[src/design/tfc_pkg.sv]
// Constants of the framer receive and transmit control register bank
package tfc_pkg;
  // ==========================================================
  // Register offsets on the parallel port
  localparam logic [6:0] RX_CTRL_ONE_ADDR = 7'h2B;
  localparam logic [6:0] RX_CTRL_TWO_ADDR = 7'h2C;
  localparam logic [6:0] TX_CTRL_ONE_ADDR = 7'h35;
  localparam logic [6:0] TX_CTRL_TWO_ADDR = 7'h36;
  // ==========================================================
  // Reset values and unmapped read data
  localparam logic [7:0] RX_CTRL_ONE_RST  = 8'h00;
  localparam logic [7:0] RX_CTRL_TWO_RST  = 8'h00;
  localparam logic [7:0] TX_CTRL_ONE_RST  = 8'h00;
  localparam logic [7:0] TX_CTRL_TWO_RST  = 8'h00;
  localparam logic [7:0] UNMAPPED_RDATA   = 8'h00;
  // ==========================================================
  // Field positions, receive control one
  localparam int AUTO_RESYNC_SEL_BIT   = 6;
  localparam int LOF_SELECT_A_BIT      = 5;
  localparam int LOF_SELECT_B_BIT      = 4;
  localparam int SYNC_CRITERIA_BIT     = 3;
  localparam int SYNC_TIME_BIT         = 2;
  localparam int AUTO_RESYNC_OFF_BIT   = 1;
  localparam int FORCE_RESYNC_BIT      = 0;
  // Field positions, transmit control one
  localparam int TX_CLK_FALLBACK_BIT   = 7;
  localparam int FRAMING_PASS_BIT      = 6;
  localparam int CRC_PASS_BIT          = 5;
  localparam int ROBBED_SIG_EN_BIT     = 4;
  localparam int GLOBAL_STUFF_BIT      = 3;
  localparam int LINK_SRC_SEL_BIT      = 2;
  localparam int BLUE_ALARM_BIT        = 1;
  localparam int YELLOW_ALARM_BIT      = 0;
  // Field positions, transmit control two
  localparam int PIN_TEST_HI_BIT       = 7;
  localparam int PIN_TEST_LO_BIT       = 6;
  localparam int TX_SYNC_MODE_BIT      = 3;
  localparam int SF_YELLOW_FORM_BIT    = 1;
  localparam int SEVENTH_STUFF_EN_BIT  = 0;
  // ==========================================================
  // Pin test mode codes
  localparam logic [1:0] PIN_TEST_NORMAL = 2'h0;
  localparam logic [1:0] PIN_TEST_HIZ    = 2'h1;
  localparam logic [1:0] PIN_TEST_LOW    = 2'h2;
  localparam logic [1:0] PIN_TEST_HIGH   = 2'h3;
  // ==========================================================
  // Framing and timing
  localparam logic [3:0] YELLOW_SBIT_FRAME = 4'hC;
  localparam int         LOF_ERR_LIMIT     = 2;
  localparam int         CLK_PERIOD_NS     = 20;
  localparam int         CLK_LOSS_NS       = 1000;
  localparam int         CLK_LOSS_CYC      = (CLK_LOSS_NS + CLK_PERIOD_NS - 1) / CLK_PERIOD_NS;
endpackage

[src/design/tfc_ctrl_regs.sv]
// Framer receive and transmit control register bank with its control effects
// Contract
// RULE_01 - Auto resync select clear: resync on out-of-frame or carrier loss.
// RULE_02 - Select bit A clear: loss of frame at two of four framing bits bad; code uses a six-bit window whenever select bit B is set.
// RULE_03 - D4, criteria clear: find terminal pattern first, then signalling pattern.
// RULE_04 - D4, criteria set: search terminal and signalling patterns cross-coupled.
// RULE_05 - Fallback set and line clock stopped: use receive clock; clear never switches.
// RULE_06 - Framing pass-through: clear internal framing bits, set take serial input.
// RULE_07 - CRC pass-through: set take serial input, clear insert computed CRC6.
// RULE_08 - Robbed signalling enable inserts per channel unless transparent; clear none.
// RULE_09 - Global stuffing set stuffs all zero channels; clear transparency decides.
// RULE_10 - Link source select: clear link data register, set external link pin.
// RULE_11 - Blue alarm set sends unframed all ones on both line outputs.
// RULE_12 - Yellow alarm bit set sends yellow alarm; clear sends none.
// RULE_13 - Yellow form: clear bit 2 zero, set signalling bit one in frame 12.
// RULE_14 - Sync pulse mode: clear frame boundaries, set multiframe boundaries.
// RULE_15 - Test code: 00 normal, 01 high-Z, 10 low, 11 high except port.
// RULE_16 - Resync bit rising edge starts exactly one forced resync.
// RULE_17 - Every control bit reads back the value last written by the host.
module tfc_ctrl_regs #(
  parameter int CLK_LOSS_CYCLES = tfc_pkg::CLK_LOSS_CYC
) (
  input  wire logic       clock_i,
  input  wire logic       rst_b_i,
  input  wire logic       cs_b_i,
  input  wire logic       rd_b_i,
  input  wire logic       wr_b_i,
  input  wire logic [6:0] addr_i,
  input  wire logic [7:0] data_i,
  output logic      [7:0] data_o,
  output logic            data_oe_o,
  input  wire logic       oof_event_i,
  input  wire logic       carrier_loss_i,
  input  wire logic       fbit_valid_i,
  input  wire logic       fbit_error_i,
  output logic            resync_start_o,
  output logic            loss_of_frame_o,
  output logic            sync_cross_couple_o,
  output logic            sync_time_long_o,
  input  wire logic       tx_line_clock,
  output logic            tx_use_rx_clock_o,
  input  wire logic       tx_serial_in,
  input  wire logic       ext_link_pin_i,
  input  wire logic       fbit_time_i,
  input  wire logic       int_framing_bit_i,
  input  wire logic       int_crc_bit_i,
  input  wire logic       link_reg_bit_i,
  output logic            framing_bit_o,
  output logic            crc_bit_o,
  output logic            link_bit_o,
  input  wire logic       chan_transparent_i,
  input  wire logic       chan_all_zero_i,
  output logic            chan_sig_insert_o,
  output logic            chan_bit7_stuff_o,
  output logic            yellow_bit2_zero_o,
  input  wire logic [3:0] frame_number_i,
  output logic            yellow_sbit_one_o,
  input  wire logic       frame_start_i,
  input  wire logic       multiframe_start_i,
  input  wire logic       data_pos_i,
  input  wire logic       data_neg_i,
  output logic            tx_line_positive_out,
  output logic            tx_line_negative_out,
  output logic            tx_sync_pulse,
  output logic            line_oe_o
);
  // ==========================================================
  // Pin synchronisers (third stage for edge detection and for aligning chip select, address and data with the write)
  logic [1:0] cs_s_q, rd_s_q, wr_s_q;
  logic       wr_s3_q, cs_s3_q;
  logic [6:0] addr_s1_q, addr_s2_q, addr_s3_q;
  logic [7:0] din_s1_q, din_s2_q, din_s3_q;
  logic [1:0] tx_line_clock_s_q, ser_s_q, link_s_q;
  logic       tx_line_clock_s3_q;

  always_ff @(posedge clock_i or negedge rst_b_i) begin
    if (!rst_b_i) begin
      cs_s_q    <= 2'h3;
      rd_s_q    <= 2'h3;
      wr_s_q    <= 2'h3;
      wr_s3_q   <= 1'b1;
      cs_s3_q   <= 1'b1;
      addr_s1_q <= 7'h00;
      addr_s2_q <= 7'h00;
      addr_s3_q <= 7'h00;
      din_s1_q  <= 8'h00;
      din_s2_q  <= 8'h00;
      din_s3_q  <= 8'h00;
      tx_line_clock_s_q  <= 2'h0;
      tx_line_clock_s3_q <= 1'b0;
      ser_s_q   <= 2'h0;
      link_s_q  <= 2'h0;
    end else begin
      cs_s_q    <= {cs_s_q[0], cs_b_i};
      rd_s_q    <= {rd_s_q[0], rd_b_i};
      wr_s_q    <= {wr_s_q[0], wr_b_i};
      wr_s3_q   <= wr_s_q[1];
      cs_s3_q   <= cs_s_q[1];
      addr_s1_q <= addr_i;
      addr_s2_q <= addr_s1_q;
      addr_s3_q <= addr_s2_q;
      din_s1_q  <= data_i;
      din_s2_q  <= din_s1_q;
      din_s3_q  <= din_s2_q;
      tx_line_clock_s_q  <= {tx_line_clock_s_q[0], tx_line_clock};
      tx_line_clock_s3_q <= tx_line_clock_s_q[1];
      ser_s_q   <= {ser_s_q[0], tx_serial_in};
      link_s_q  <= {link_s_q[0], ext_link_pin_i};
    end
  end

  // ==========================================================
  // Register file
  // Write lands at the end of the strobe, while address and data are still held
  logic       wr_take;
  logic [7:0] rx_one_q, rx_two_q, tx_one_q, tx_two_q;

  assign wr_take = wr_s_q[1] & ~wr_s3_q & ~cs_s3_q;

  always_ff @(posedge clock_i or negedge rst_b_i) begin
    if (!rst_b_i) begin
      rx_one_q <= tfc_pkg::RX_CTRL_ONE_RST;
      rx_two_q <= tfc_pkg::RX_CTRL_TWO_RST;
      tx_one_q <= tfc_pkg::TX_CTRL_ONE_RST;
      tx_two_q <= tfc_pkg::TX_CTRL_TWO_RST;
    end else if (wr_take) begin
      case (addr_s3_q)
        tfc_pkg::RX_CTRL_ONE_ADDR: rx_one_q <= din_s3_q; // RULE_17
        tfc_pkg::RX_CTRL_TWO_ADDR: rx_two_q <= din_s3_q; // RULE_17
        tfc_pkg::TX_CTRL_ONE_ADDR: tx_one_q <= din_s3_q; // RULE_17
        tfc_pkg::TX_CTRL_TWO_ADDR: tx_two_q <= din_s3_q; // RULE_17
        default: ;
      endcase
    end
  end

  logic [1:0] test_mode;
  logic       rd_active;
  logic [7:0] rdata_d, rdata_q;
  logic       rd_oe_q;

  assign test_mode = {tx_two_q[tfc_pkg::PIN_TEST_HI_BIT], tx_two_q[tfc_pkg::PIN_TEST_LO_BIT]};
  assign rd_active = ~cs_s_q[1] & ~rd_s_q[1];

  always_comb begin
    case (addr_s2_q)
      tfc_pkg::RX_CTRL_ONE_ADDR: rdata_d = rx_one_q; // RULE_17
      tfc_pkg::RX_CTRL_TWO_ADDR: rdata_d = rx_two_q; // RULE_17
      tfc_pkg::TX_CTRL_ONE_ADDR: rdata_d = tx_one_q; // RULE_17
      tfc_pkg::TX_CTRL_TWO_ADDR: rdata_d = tx_two_q; // RULE_17
      default:                   rdata_d = tfc_pkg::UNMAPPED_RDATA;
    endcase
  end

  always_ff @(posedge clock_i or negedge rst_b_i) begin
    if (!rst_b_i) begin
      rdata_q <= 8'h00;
      rd_oe_q <= 1'b0;
    end else begin
      rdata_q <= rdata_d;
      rd_oe_q <= rd_active;
    end
  end

  assign data_o    = rdata_q;
  // High-Z test mode also releases the parallel port
  assign data_oe_o = rd_oe_q & (test_mode != tfc_pkg::PIN_TEST_HIZ); // RULE_15

  // ==========================================================
  // Receive resync and loss of frame
  logic       resync_prev_q;
  logic       forced_resync;
  logic       auto_resync;
  logic [5:0] err_win_q;
  logic [5:0] err_win_d;
  logic [2:0] err_cnt;
  logic [2:0] win_len;

  assign forced_resync = rx_one_q[tfc_pkg::FORCE_RESYNC_BIT] & ~resync_prev_q; // RULE_16
  assign auto_resync   = ~rx_one_q[tfc_pkg::AUTO_RESYNC_OFF_BIT] &
                         (oof_event_i |
                          (carrier_loss_i & ~rx_one_q[tfc_pkg::AUTO_RESYNC_SEL_BIT])); // RULE_01
  assign err_win_d     = {err_win_q[4:0], fbit_error_i};
  // Window of 4, 5 or 6 framing bits by the two select bits
  assign win_len = rx_one_q[tfc_pkg::LOF_SELECT_B_BIT] ? 3'h6 :
                   (rx_one_q[tfc_pkg::LOF_SELECT_A_BIT] ? 3'h5 : 3'h4); // RULE_02

  always_comb begin
    err_cnt = 3'h0;
    for (int i = 0; i < 6; i++) begin
      if (i < int'(win_len)) begin
        err_cnt = err_cnt + {2'h0, err_win_d[i]};
      end
    end
  end

  always_ff @(posedge clock_i or negedge rst_b_i) begin
    if (!rst_b_i) begin
      resync_prev_q   <= 1'b0;
      resync_start_o  <= 1'b0;
    end else begin
      resync_prev_q  <= rx_one_q[tfc_pkg::FORCE_RESYNC_BIT];
      resync_start_o <= forced_resync | auto_resync | loss_of_frame_o; // RULE_01 RULE_16
    end
  end

  // Window restarts after each declaration so one error burst reports once
  always_ff @(posedge clock_i or negedge rst_b_i) begin
    if (!rst_b_i) begin
      err_win_q       <= 6'h00;
      loss_of_frame_o <= 1'b0;
    end else if (fbit_valid_i) begin
      loss_of_frame_o <= (err_cnt >= 3'(tfc_pkg::LOF_ERR_LIMIT)); // RULE_02
      err_win_q       <= (err_cnt >= 3'(tfc_pkg::LOF_ERR_LIMIT)) ? 6'h00 : err_win_d;
    end else begin
      loss_of_frame_o <= 1'b0;
    end
  end

  assign sync_cross_couple_o = rx_one_q[tfc_pkg::SYNC_CRITERIA_BIT]; // RULE_03 RULE_04
  assign sync_time_long_o    = rx_one_q[tfc_pkg::SYNC_TIME_BIT];

  // ==========================================================
  // Transmit clock loss and fallback
  logic [15:0] idle_cnt_q;
  logic        tx_line_clock_edge;
  logic        tx_line_clock_lost;

  assign tx_line_clock_edge = tx_line_clock_s_q[1] ^ tx_line_clock_s3_q;
  assign tx_line_clock_lost = (idle_cnt_q >= 16'(CLK_LOSS_CYCLES));

  always_ff @(posedge clock_i or negedge rst_b_i) begin
    if (!rst_b_i) begin
      idle_cnt_q <= 16'h0000;
    end else if (tx_line_clock_edge) begin
      idle_cnt_q <= 16'h0000;
    end else if (!tx_line_clock_lost) begin
      idle_cnt_q <= idle_cnt_q + 16'h0001;
    end
  end

  assign tx_use_rx_clock_o = tx_one_q[tfc_pkg::TX_CLK_FALLBACK_BIT] & tx_line_clock_lost; // RULE_05

  // ==========================================================
  // Transmit bit sourcing and channel controls
  always_ff @(posedge clock_i or negedge rst_b_i) begin
    if (!rst_b_i) begin
      framing_bit_o <= 1'b0;
      crc_bit_o     <= 1'b0;
      link_bit_o    <= 1'b0;
    end else begin
      framing_bit_o <= (tx_one_q[tfc_pkg::FRAMING_PASS_BIT] & fbit_time_i) ?
                       ser_s_q[1] : int_framing_bit_i; // RULE_06
      crc_bit_o     <= (tx_one_q[tfc_pkg::CRC_PASS_BIT] & fbit_time_i) ?
                       ser_s_q[1] : int_crc_bit_i; // RULE_07
      link_bit_o    <= tx_one_q[tfc_pkg::LINK_SRC_SEL_BIT] ?
                       link_s_q[1] : link_reg_bit_i; // RULE_10
    end
  end

  assign chan_sig_insert_o  = tx_one_q[tfc_pkg::ROBBED_SIG_EN_BIT] & ~chan_transparent_i; // RULE_08
  assign chan_bit7_stuff_o  = tx_two_q[tfc_pkg::SEVENTH_STUFF_EN_BIT] & chan_all_zero_i &
                              (tx_one_q[tfc_pkg::GLOBAL_STUFF_BIT] | ~chan_transparent_i); // RULE_09
  assign yellow_bit2_zero_o = tx_one_q[tfc_pkg::YELLOW_ALARM_BIT] &
                              ~tx_two_q[tfc_pkg::SF_YELLOW_FORM_BIT]; // RULE_12 RULE_13
  assign yellow_sbit_one_o  = tx_one_q[tfc_pkg::YELLOW_ALARM_BIT] &
                              tx_two_q[tfc_pkg::SF_YELLOW_FORM_BIT] &
                              (frame_number_i == tfc_pkg::YELLOW_SBIT_FRAME); // RULE_12 RULE_13

  // ==========================================================
  // Line outputs and sync pulse, with pin test modes on top
  logic pos_d, neg_d, sync_d;

  always_comb begin
    pos_d  = tx_one_q[tfc_pkg::BLUE_ALARM_BIT] | data_pos_i; // RULE_11
    neg_d  = tx_one_q[tfc_pkg::BLUE_ALARM_BIT] | data_neg_i; // RULE_11
    sync_d = tx_two_q[tfc_pkg::TX_SYNC_MODE_BIT] ? multiframe_start_i : frame_start_i; // RULE_14
    case (test_mode)
      tfc_pkg::PIN_TEST_LOW: begin // RULE_15
        pos_d  = 1'b0;
        neg_d  = 1'b0;
        sync_d = 1'b0;
      end
      tfc_pkg::PIN_TEST_HIGH: begin // RULE_15
        pos_d  = 1'b1;
        neg_d  = 1'b1;
        sync_d = 1'b1;
      end
      default: ;
    endcase
  end

  always_ff @(posedge clock_i or negedge rst_b_i) begin
    if (!rst_b_i) begin
      tx_line_positive_out <= 1'b0;
      tx_line_negative_out <= 1'b0;
      tx_sync_pulse        <= 1'b0;
    end else begin
      tx_line_positive_out <= pos_d;
      tx_line_negative_out <= neg_d;
      tx_sync_pulse        <= sync_d;
    end
  end

  assign line_oe_o = (test_mode != tfc_pkg::PIN_TEST_HIZ); // RULE_15
endmodule

[config.mk]
export PLATFORM = sky130hd
export DESIGN_NAME = tfc_ctrl_regs
export DESIGN_NICKNAME = d
export VERILOG_FILES = /design/src/design/tfc_pkg.sv /design/src/design/tfc_ctrl_regs.sv
export SDC_FILE = /design/constraint.sdc
export NUM_CORES = 1
export LEC_CHECK = 0
export ABC_AREA = 1
export ABC_CLOCK_PERIOD_IN_PS = 3850
export BUFFER_PORTS_ARGS = -buffer_cell sky130_fd_sc_hd__buf_4
export CORE_MARGIN = 2
export CORE_UTILIZATION = 41
export CTS_BUF_LIST = sky130_fd_sc_hd__clkbuf_8
export CTS_CLUSTER_DIAMETER = 100
export DETAILED_ROUTE_END_ITERATION = 8
export PLACE_DENSITY_LB_ADDON = 0.3
export SLEW_MARGIN = 20
export SYNTH_ARGS = -nofsm -noshare
export SYNTH_HDL_FRONTEND = slang
export SYNTH_SLANG_ARGS = --single-unit
[constraint.sdc]
create_clock -name clock_i -period 3.85 [get_ports clock_i]
set_input_delay 0.385 -clock clock_i [delete_from_list [all_inputs] [get_ports clock_i]]
set_output_delay 0.385 -clock clock_i [all_outputs]
set_load 0.005 [all_outputs]
Word level (Yosys, flattened, before mapping)
Index checks and enable logic that the tools add are counted.
Storage, ports and cells
  input bits: 41
  flip-flop bits (word level): 131
  word-level logic and storage cells: 115
  output and inout port bits: 25
Cells by class
  mux-type cells: 20
  bitwise operators: 32
  equal/unequal tests: 13
  $lt $le $gt $ge: 8
  reduce and logical (&&, ||, !) cells: 4
  $add $sub $neg: 6
Operators with widths (number)
  equality test 7 x 6 -> 1 bit, second input constant: 8
  2-to-1 mux 16 bit: 2
  one-hot mux 8 bit (4 select lines): 1
  adder 16 x 1 -> 16 bit, second input constant: 1
  bitwise AND 1 bit: 16
  >= comparator 16 x 6 -> 1 bit, second input constant: 1
  2-to-1 mux 3 bit: 5
  adder 3 x 1 -> 3 bit: 4
  inverter 1 bit: 9
  AND reduction 2 bit: 4
  2-to-1 mux 1 bit: 7
  less-than comparator 1 x 3 -> 1 bit, first input constant: 2
  less-than comparator 2 x 3 -> 1 bit, first input constant: 2
  less-than comparator 3 bit, first input constant: 2
  bitwise OR 1 bit: 6
  one-hot mux 1 bit (2 select lines): 3
  2-to-1 mux 5 bit: 1
  equality test 2 bit, second input constant: 2
  equality test 4 bit, second input constant: 1
  >= comparator 3 x 2 -> 1 bit, second input constant: 1
  adder 1 x 1 -> 2 bit: 1
  2-to-1 mux 2 bit: 1
  inequality test 2 x 1 -> 1 bit, second input constant: 1
  inequality test 2 bit, second input constant: 1
  bitwise XOR 1 bit: 1

Depth between registers and ports, before layout
Gate-level depths: netlist (run 1).
  depth after elaboration: 16
  gate-level depth with buffers: 18
  mapped depth without buffers: 18

Least setup slack after synthesis (run 1)
No wires, ideal clock.
  kind: input to register
  start: in fbit_error_i
  end: reg loss_of_frame_o
  required time: 3723 ps
  library setup time: 127 ps
  slack: 953 ps
  cell stages on the path: 14
  path buffers: 0
  data arrival time: 2770 ps
  cells stage by stage: inv_1 -> fa_1 -> inv_1 -> ha_1 -> inv_1 -> fa_1 -> inv_1 -> ha_1 -> nand2_1 -> nand2_1 -> ha_1 -> or2_2 -> nand2_1 -> a21oi_1
On the way
  longest elaborated chain between the ends: 13
Ends and longest elaborated chain
  start: declaration: line tfc_ctrl_regs.sv:35  | input wire logic fbit_error_i,
  2-to-1 mux 1 bit *: line tfc_ctrl_regs.sv:191  | if (i < int'(win_len)) begin
  adder 1 x 1 -> 2 bit: line tfc_ctrl_regs.sv:192  | err_cnt = err_cnt + {2'h0, err_win_d[i]};
  2-to-1 mux 3 bit *: line tfc_ctrl_regs.sv:191
  adder 3 x 1 -> 3 bit: line tfc_ctrl_regs.sv:192
  2-to-1 mux 3 bit *: line tfc_ctrl_regs.sv:191
  adder 3 x 1 -> 3 bit: line tfc_ctrl_regs.sv:192
  2-to-1 mux 3 bit *: line tfc_ctrl_regs.sv:191
  adder 3 x 1 -> 3 bit: line tfc_ctrl_regs.sv:192
  2-to-1 mux 3 bit *: line tfc_ctrl_regs.sv:191
  adder 3 x 1 -> 3 bit: line tfc_ctrl_regs.sv:192
  2-to-1 mux 3 bit *: line tfc_ctrl_regs.sv:191
  >= comparator 3 x 2 -> 1 bit *: line tfc_ctrl_regs.sv:213  | loss_of_frame_o <= (err_cnt >= 3'(tfc_pkg::LOF_ERR_LIMIT));
  2-to-1 mux 1 bit *: line tfc_ctrl_regs.sv:212  | end else if (fbit_valid_i) begin
  end signal: assignment: line tfc_ctrl_regs.sv:213
  end: declaration: line tfc_ctrl_regs.sv:37  | output logic loss_of_frame_o,
Every way passes the cells marked *; elsewhere a longest branch is shown, timed or not.
A chain may end at the register's enable or synchronous reset.

Worst setup path in the final report (run 1)
  start: reg err_win_q[0]
  end: reg err_win_q[2]
On the way
  longest elaborated chain between the ends: 12
Ends and longest elaborated chain
  start: declaration: line tfc_ctrl_regs.sv:174  | logic [5:0] err_win_q;
  start signal: assignment: line tfc_ctrl_regs.sv:214  | err_win_q <= (err_cnt >= 3'(tfc_pkg::LOF_ERR_LIMIT)) ? 6'h00 : err_win_d;
  adder 1 x 1 -> 2 bit *: line tfc_ctrl_regs.sv:192
  2-to-1 mux 3 bit *: line tfc_ctrl_regs.sv:191
  adder 3 x 1 -> 3 bit: line tfc_ctrl_regs.sv:192
  2-to-1 mux 3 bit *: line tfc_ctrl_regs.sv:191
  adder 3 x 1 -> 3 bit: line tfc_ctrl_regs.sv:192
  2-to-1 mux 3 bit *: line tfc_ctrl_regs.sv:191
  adder 3 x 1 -> 3 bit: line tfc_ctrl_regs.sv:192
  2-to-1 mux 3 bit *: line tfc_ctrl_regs.sv:191
  adder 3 x 1 -> 3 bit: line tfc_ctrl_regs.sv:192
  2-to-1 mux 3 bit *: line tfc_ctrl_regs.sv:191
  >= comparator 3 x 2 -> 1 bit *: line tfc_ctrl_regs.sv:214
  2-to-1 mux 5 bit *: line tfc_ctrl_regs.sv:214
Marks and branches as above.

==> results.yml, run 1 <==
cells_and_area:
  multi_input_area_um2: 1350
  antenna_cells: 0
  fillers: 1037
  areaGrowthSynthToFinish_pct: 22.0
  nNetsFinal: 589
  regArea_um2: 3290
  drive_gt1_share_pct: 20.5
setup_path:
  crit_family: "adder cells"
  cp_slowest_cell: "fa_1"
  worst-path-buf-inv: 4
  required_ns: 4.21
  worst_setup_path_end_kind: "register"
  reg2reg_depth: 15
  worst_ep_arrival_time_ns: 3.52
  max_stage_delay_ns: 0.47
  r2r-start: "err_win_q[0]$_DFFE_PN0P_"
  cp_max_fo: 6
  reg2reg_slack_ns: 0.69
  critPathLaunchType: "register"
  critical_path_class: "register to register"
  cp_cell_sequence: "inv_1 -> fa_1 -> inv_1 -> ha_1 -> inv_1 -> fa_1 -> inv_1 -> ha_1 -> nand2_1 -> nand2_1 -> ha_1 -> or2_2 -> nand2_1 -> nand3b_1 -> nand2_1"
  worstReg2RegEnd: "err_win_q[2]$_DFFE_PN0P_"
routing:
  ant_nets: 0
  first_pass_iters: 4
  route.detailed.drc: 0
  vias_per_cell: 4.86
  vias: 3370
  post_drt_wl_per_cell_um: 13.1
  drtIter0Drc: 208
  routed_wl_mm: 9.08
logic_synthesis:
  netlist_area_um2: 4850
  synth_mux_area_share_pct: 0.232
  synth_top_family_by_area: "simple AND/OR/NAND/NOR gates"
  synthCells: 459
  yosysWarnings: 0
  yosysSeqAreaShare_pct: 67.8
  synth_top_cell_area_share_pct: 63.5
  yosys.area_share.xor_xnor_pct: 0.723
  yosys-top-cells-area: "dfrtp_1 64%, nand2_1 7.7%, nand3_1 4.9%"
  syn_nets: 510
  syn_area_per_cell_um2: 10.6
  synth_fa_ha_area_share_pct: 2.89
  synth.distinct_cells: 25
  synth_compound_area_share_pct: 5.11
  synth-simple-area-share_pct: 18.6
  synth.most_common_cell: "dfrtp_1"
  ys.flop_type: "dfrtp_1"
  synth_edf_count: 0
  async_flop_share_pct: 100
  yosysTopAreaCell: "dfrtp_1"
  ys_top_cells_by_count: "123 x dfrtp_1, 99 x nand2_1, 51 x inv_1"
  ys_ff_latch: 131
floorplan:
  die_x_um: 113
  die_h_um: 113
  core_area_um2: 11500
  num_rows: 39
  die-area_um2: 12700
  io_pins: 66
  start_util_pct: 42.3
sta:
  fin_tns_setup_ns: 0
  tightest_slew_ns: 1.13
  drv_slew: 0
  max_freq_ghz: 0.317
  fin_crit_sh_pct: 82.0
  rsz0062_at_grt: "no"
  finClkSkew_ns: 0.0112
  fin_crit_ns: 3.16
  finalWorstSetupSlack_ns: 0.693
  finalSetupViolCount: 0
  relSlewSlack_pct: 24.1
  hold_viol_final: 0
cts:
  clkSinkCount: 131
  numCtsBuffers: 17
  ctsHtreeMaxLevel: 4
  cts_buffer_depth: 2
  hold_buffers: 0
  post_cts_resized: 0
  path_clk_slew_ns: 0.08
  cts_root_buf: "clkbuf_8"
  clk_latency_ns: 0.42
  postCtsSetupBuffers: 0
  cts_tree: "done"
grt:
  grt_pass1_vias: 3368
  gr-total-overflow: 0
  track_usage_pct: 15.3
  antenna_found_initial: 0
  grt_max_degree: 86
  grt_pass1_wl_mm: 15.4
outcome:
  status: "finished clean"
power:
  powerDensity_nw_per_um2: 500
  power.leakage_nw: 2.89
  ir_worst_vdd_uv: 228
run:
  drv_cap: 0
worst_hold_path:
  min_path_type: "input port to async pin"
placement:
  gp_congestion: 0.756
  port_buffers: 65
  dp_slack_ns: 0.607
  hpwl_mm: 6.21
## worst max path at each step
| stage | start | slack [ns] | endpoint | cells after the start |
|---|---|---|---|---|
| 2_1_floorplan | fbit_error_i | 0.95 | loss_of_frame_o$_DFF_PN0_ | 14 |
| 5_1_grt | err_win_q[0]$_DFFE_PN0P_ | 0.51 | err_win_q[0]$_DFFE_PN0P_ | 15 |
| 6_report | err_win_q[0]$_DFFE_PN0P_ | 0.69 | err_win_q[2]$_DFFE_PN0P_ | 15 |
| 3_5_place_dp | fbit_error_i | 0.61 | err_win_q[2]$_DFFE_PN0P_ | 16 |
| 3_3_place_gp | fbit_error_i | 0.76 | err_win_q[3]$_DFFE_PN0P_ | 16 |
| 4_1_cts | err_win_q[0]$_DFFE_PN0P_ | 0.67 | err_win_q[2]$_DFFE_PN0P_ | 15 |
## stage by stage
stage          instances  power [mW]  util (%)  hold WS (ns)  cell area [um^2]
6_report             694        2.96      51.6       0.00680              5920
4_1_cts              694        2.99      51.4        0.0419              5890
3_3_place_gp         662        1.83      47.9         0.332              5500
3_5_place_dp         662        1.87      47.9         0.335              5500
2_1_floorplan        459        1.71         -        0.0894              4850
5_1_grt              694        3.11      51.6        0.0276              5920
## metal layers
layer  track usage [%]  up-vias  share of wire (%)
met5                 0        -                  0
met4              5.04        0                1.2
met1              19.2     1637                 43
met3              4.71       11                5.0
met2              25.6       87                 51
li1                  -     1635                  -
## state kept, by name, summed over array words and instances, names as in the netlist, 5 cells and up
name	count
addr_s1_q	7
rx_two_q	8
addr_s2_q	7
err_win_q	5
rx_one_q	8
data_o	8
tx_two_q	8
din_s2_q	8
din_s1_q	8
addr_s3_q	7
idle_cnt_q	16
tx_one_q	8
din_s3_q	8
## area by class of cell
class	count	area share [%]
inverters	51	3.24
flip-flops and latches	131	55.6
well taps	143	3.02
clock inverters	13	2.28
multi-input cells	270	22.9
clock buffers	19	4.42
repair buffers	67	8.57
## cell usage in the layout (no fill, tap or decap), types with 3 or more instances in the layout
| cell | n |
|---|---|
| nand3_1 | 47 |
| nand2_1 | 99 |
| nor2_1 | 35 |
| nand3b_1 | 6 |
| clkinv_2 | 3 |
| xor2_1 | 3 |
| ha_1 | 8 |
| clkbuf_8 | 19 |
| nand4_1 | 8 |
| dfstp_2 | 8 |
| nor3_1 | 5 |
| inv_1 | 52 |
| a21oi_1 | 6 |
| dfrtp_1 | 123 |
| o21ai_0 | 38 |
| clkinvlp_4 | 4 |
| buf_4 | 66 |
## power by group
group / internal (mW) / total, mW / switching, mW / leakage, nW
Sequential: 1.46 / 1.52 / 0.0584 / 1.65
Clock: 0.607 / 1.12 / 0.516 / 0.195
Combinational: 0.132 / 0.320 / 0.188 / 1.04
## cell families after synthesis
logic type               after synthesis
flip-flops                           131
AO/OA/AOI/OAI                         48
XOR/XNOR                               4
AND/OR/NAND/NOR                      207
adder cells (fa/ha/maj)               10
multiplexers                           1
buffers and inverters                 58
Power figures use the tool's default switching activity.
==> run 2: changes to the inputs <==
Settings changed: ABC_AREA 1 to 0, ABC_CLOCK_PERIOD_IN_PS 3850 to 2670.
Clock period 3.85 ns to 2.67 ns, I/O delays scaled along.
==> run 2 against run 1 <==
  * Synthesized cell count fell by 29%
  * Largest cell class unchanged
  * Critical path type unchanged
  * Register-to-register slack got worse by 1.2 ns
  * Die area fell by 1.3%
  * The run now ends with setup timing left
  * Critical endpoint is now loss_of_frame_o$_DFF_PN0_
  * Worst setup slack got worse by 1.2 ns
  * Maximum frequency fell by 0.55%
  * Non-clock buffer count rose by 28
  * Wire length rose by 2.7%
  * Global-route usage rose by 0.77 points
==> results.yml, run 2 <==
floorplan:
  io_pins: 66
  core_area_um2: 11400
  die-area_um2: 12500
  die_x_um: 112
  start_util_pct: 41.9
  die_h_um: 112
  num_rows: 39
cells_and_area:
  areaGrowthSynthToFinish_pct: 29.1
  drive_gt1_share_pct: 37.1
  layout_common_cells: "123 x dfrtp_1, 72 x buf_4, 27 x mux2_2"
  antenna_cells: 0
  nNetsFinal: 485
  final_common_cell: "dfrtp_1"
  largest_reg_flops: 16
  stdcell_area_um2: 6180
  fin_cells: 590
  fin_util_pct: 54.1
  largest_register: "idle_cnt_q"
power:
  p_total_mw: 4.42
  p_switching_mw: 1.16
  ir_worst_vdd_uv: 345
  seq_power_share_pct: 49.0
  internal_power_mw: 3.26
  p_clk_share_pct: 36.6
  power_switching_share_pct: 26.2
  powerDensity_nw_per_um2: 716
  power.leakage_nw: 2.90
  combPwrFrac_pct: 14.4
setup_path:
  cp_slowest_cell: "fa_1"
  critPathLaunchType: "register"
  worstReg2RegEnd: "loss_of_frame_o$_DFF_PN0_"
  crit_top_cell: "inv_2"
  worst_ep_arrival_time_ns: 3.51
  cp_max_fo: 6
  reg2reg_depth: 14
  required_ns: 3.01
  reg2reg_slack_ns: -0.50
  r2r-start: "err_win_q[1]$_DFFE_PN0P_"
  cp_cell_sequence: "inv_2 -> fa_1 -> inv_1 -> ha_1 -> inv_2 -> fa_1 -> inv_2 -> ha_4 -> mux2_4 -> ha_4 -> nand2_2 -> nand3b_1 -> mux2i_4 -> or2_4"
  worst_setup_path_end_kind: "register"
  critical_path_class: "register to register"
  max_stage_delay_ns: 0.53
cts:
  clk_latency_ns: 0.44
  cts_buffer_depth: 2
  path_clk_slew_ns: 0.08
  cts_root_buf: "clkbuf_8"
  clkSinkCount: 131
  cts_tree: "done"
  numCtsBuffers: 17
  ctsHtreeMaxLevel: 4
sta:
  hold_viol_final: 0
  rsz0062_at_grt: "yes"
  fin_crit_sh_pct: 119
  drv_slew: 0
  finalSetupViolCount: 6
  finalWorstSetupSlack_ns: -0.504
  max_freq_ghz: 0.315
  relSlewSlack_pct: 46.9
  fin_crit_ns: 3.17
  finClkSkew_ns: 0.00920
  tightest_slew_ns: 0.795
  whs_ns: 0.0561
  fin_tns_setup_ns: -2.61
worst_hold_path:
  min_path_type: "input port to register"
  hp-start: "link_reg_bit_i"
  whs_path_depth: 2
  worstHoldEndpoint: "link_bit_o$_DFF_PN0_"
grt:
  grt_pass1_wl_mm: 15.2
  track_usage_pct: 16.1
  antenna_found_initial: 0
  grt_max_degree: 61
  grt_pass1_vias: 3113
  gr-total-overflow: 0
routing:
  vias_per_cell: 4.98
  ant_nets: 0
  post_drt_wl_per_cell_um: 15.8
  vias: 2937
  drtIter0Drc: 98
  route.detailed.drc: 0
  routed_wl_mm: 9.32
  first_pass_iters: 4
placement:
  dp_slack_ns: -0.603
  post-place-cells: 534
  gp_congestion: 0.775
  port_buffers: 65
  placed_cell_area_um2: 5520
  hpwl_mm: 6.29
run:
  drv_cap: 0
logic_synthesis:
  synthCells: 325
  ys_top_cells_by_count: "123 x dfrtp_1, 28 x mux2_2, 17 x nor2_1"
  yosys-top-cells-area: "dfrtp_1 64%, mux2_2 6.6%, dfstp_2 4.4%"
  netlist_area_um2: 4780
  synth_top_cell_area_share_pct: 64.3
  ys_ff_latch: 131
  syn_area_per_cell_um2: 14.7
  ys.flop_type: "dfrtp_1"
  async_flop_share_pct: 100
  yosysWarnings: 0
  yosysTopAreaCell: "dfrtp_1"
  yosysSeqAreaShare_pct: 68.7
  synth.most_common_cell: "dfrtp_1"
  synth.distinct_cells: 42
  synth_edf_count: 0
  syn_nets: 376
outcome:
  status: "complete, but fails checks"
  violations: "setup timing"
[run 2: worst max-delay path by stage]
| stage | startpoint | depth (start not counted) | endpoint | slack (ns) |
|---|---|---|---|---|
| after CTS | err_win_q[1]$_DFFE_PN0P_ | 14 | loss_of_frame_o$_DFF_PN0_ | -0.49 |
| after global placement | fbit_error_i | 15 | loss_of_frame_o$_DFF_PN0_ | -0.47 |
| after detailed placement | fbit_error_i | 15 | loss_of_frame_o$_DFF_PN0_ | -0.60 |
| after floorplan | err_win_q[1]$_DFFE_PN0P_ | 14 | loss_of_frame_o$_DFF_PN0_ | -0.38 |
| after global routing | err_win_q[1]$_DFFE_PN0P_ | 14 | loss_of_frame_o$_DFF_PN0_ | -0.63 |
| final | err_win_q[1]$_DFFE_PN0P_ | 14 | loss_of_frame_o$_DFF_PN0_ | -0.50 |
[run 2: power groups by stage]
stage / clock (mW) / sequential, mW / combinational, mW
CTS: 1.67 / 2.17 / 0.635
finish: 1.62 / 2.17 / 0.635
detailed placement: 0 / 2.21 / 0.557
global placement: 0 / 2.20 / 0.519
floorplan: 0 / 2.19 / 0.332
global route: 1.76 / 2.18 / 0.714
[run 2: cells by family after synthesis]
| kind of cell | share of synthesized area [%] |
|---|---|
| adder cells (fa/ha/maj) | 2.93 |
| AND/OR/NAND/NOR | 10.1 |
| AO/OA/AOI/OAI | 5.81 |
| XOR/XNOR | 0.366 |
| flip-flops | 68.7 |
| buffers and inverters | 1.65 |
| multiplexers | 10.4 |
[run 2: metal layers]
layer	global-route usage, %	routed length (um)	up-vias
li1	-	-	1362
met1	18.8	3810	1496
met2	27.1	4950	62
met3	5.83	406	17
met4	6.67	157	0
met5	0	0	-
[run 2: timing repair]
item	4_1_cts	5_1_grt
hold buffers	22	0
endpoints found under the hold margin	58	0
pin swaps	2	1
setup endpoints to repair	6	6
setup buffers	1	1
resized for setup	5	3
[run 2: area by class of cell]
| type | count | area [um^2] |
|---|---|---|
| clock buffers | 17 | 234 |
| well taps | 143 | 179 |
| inverters | 15 | 56.3 |
| flip-flops and latches | 131 | 3290 |
| clock inverters | 15 | 156 |
| fillers | 972 | 5240 |
| multi-input cells | 174 | 1480 |
| repair buffers | 95 | 781 |
[run 2: worst max-delay path: cells and delay by family, from the launching register on]
kind,cells,cell delay [ns]
multiplexers,2,0.53
buffers and inverters,4,0.24
adder cells (fa/ha/maj),5,1.47
flip-flops,1,0.39
AND/OR/NAND/NOR,3,0.43
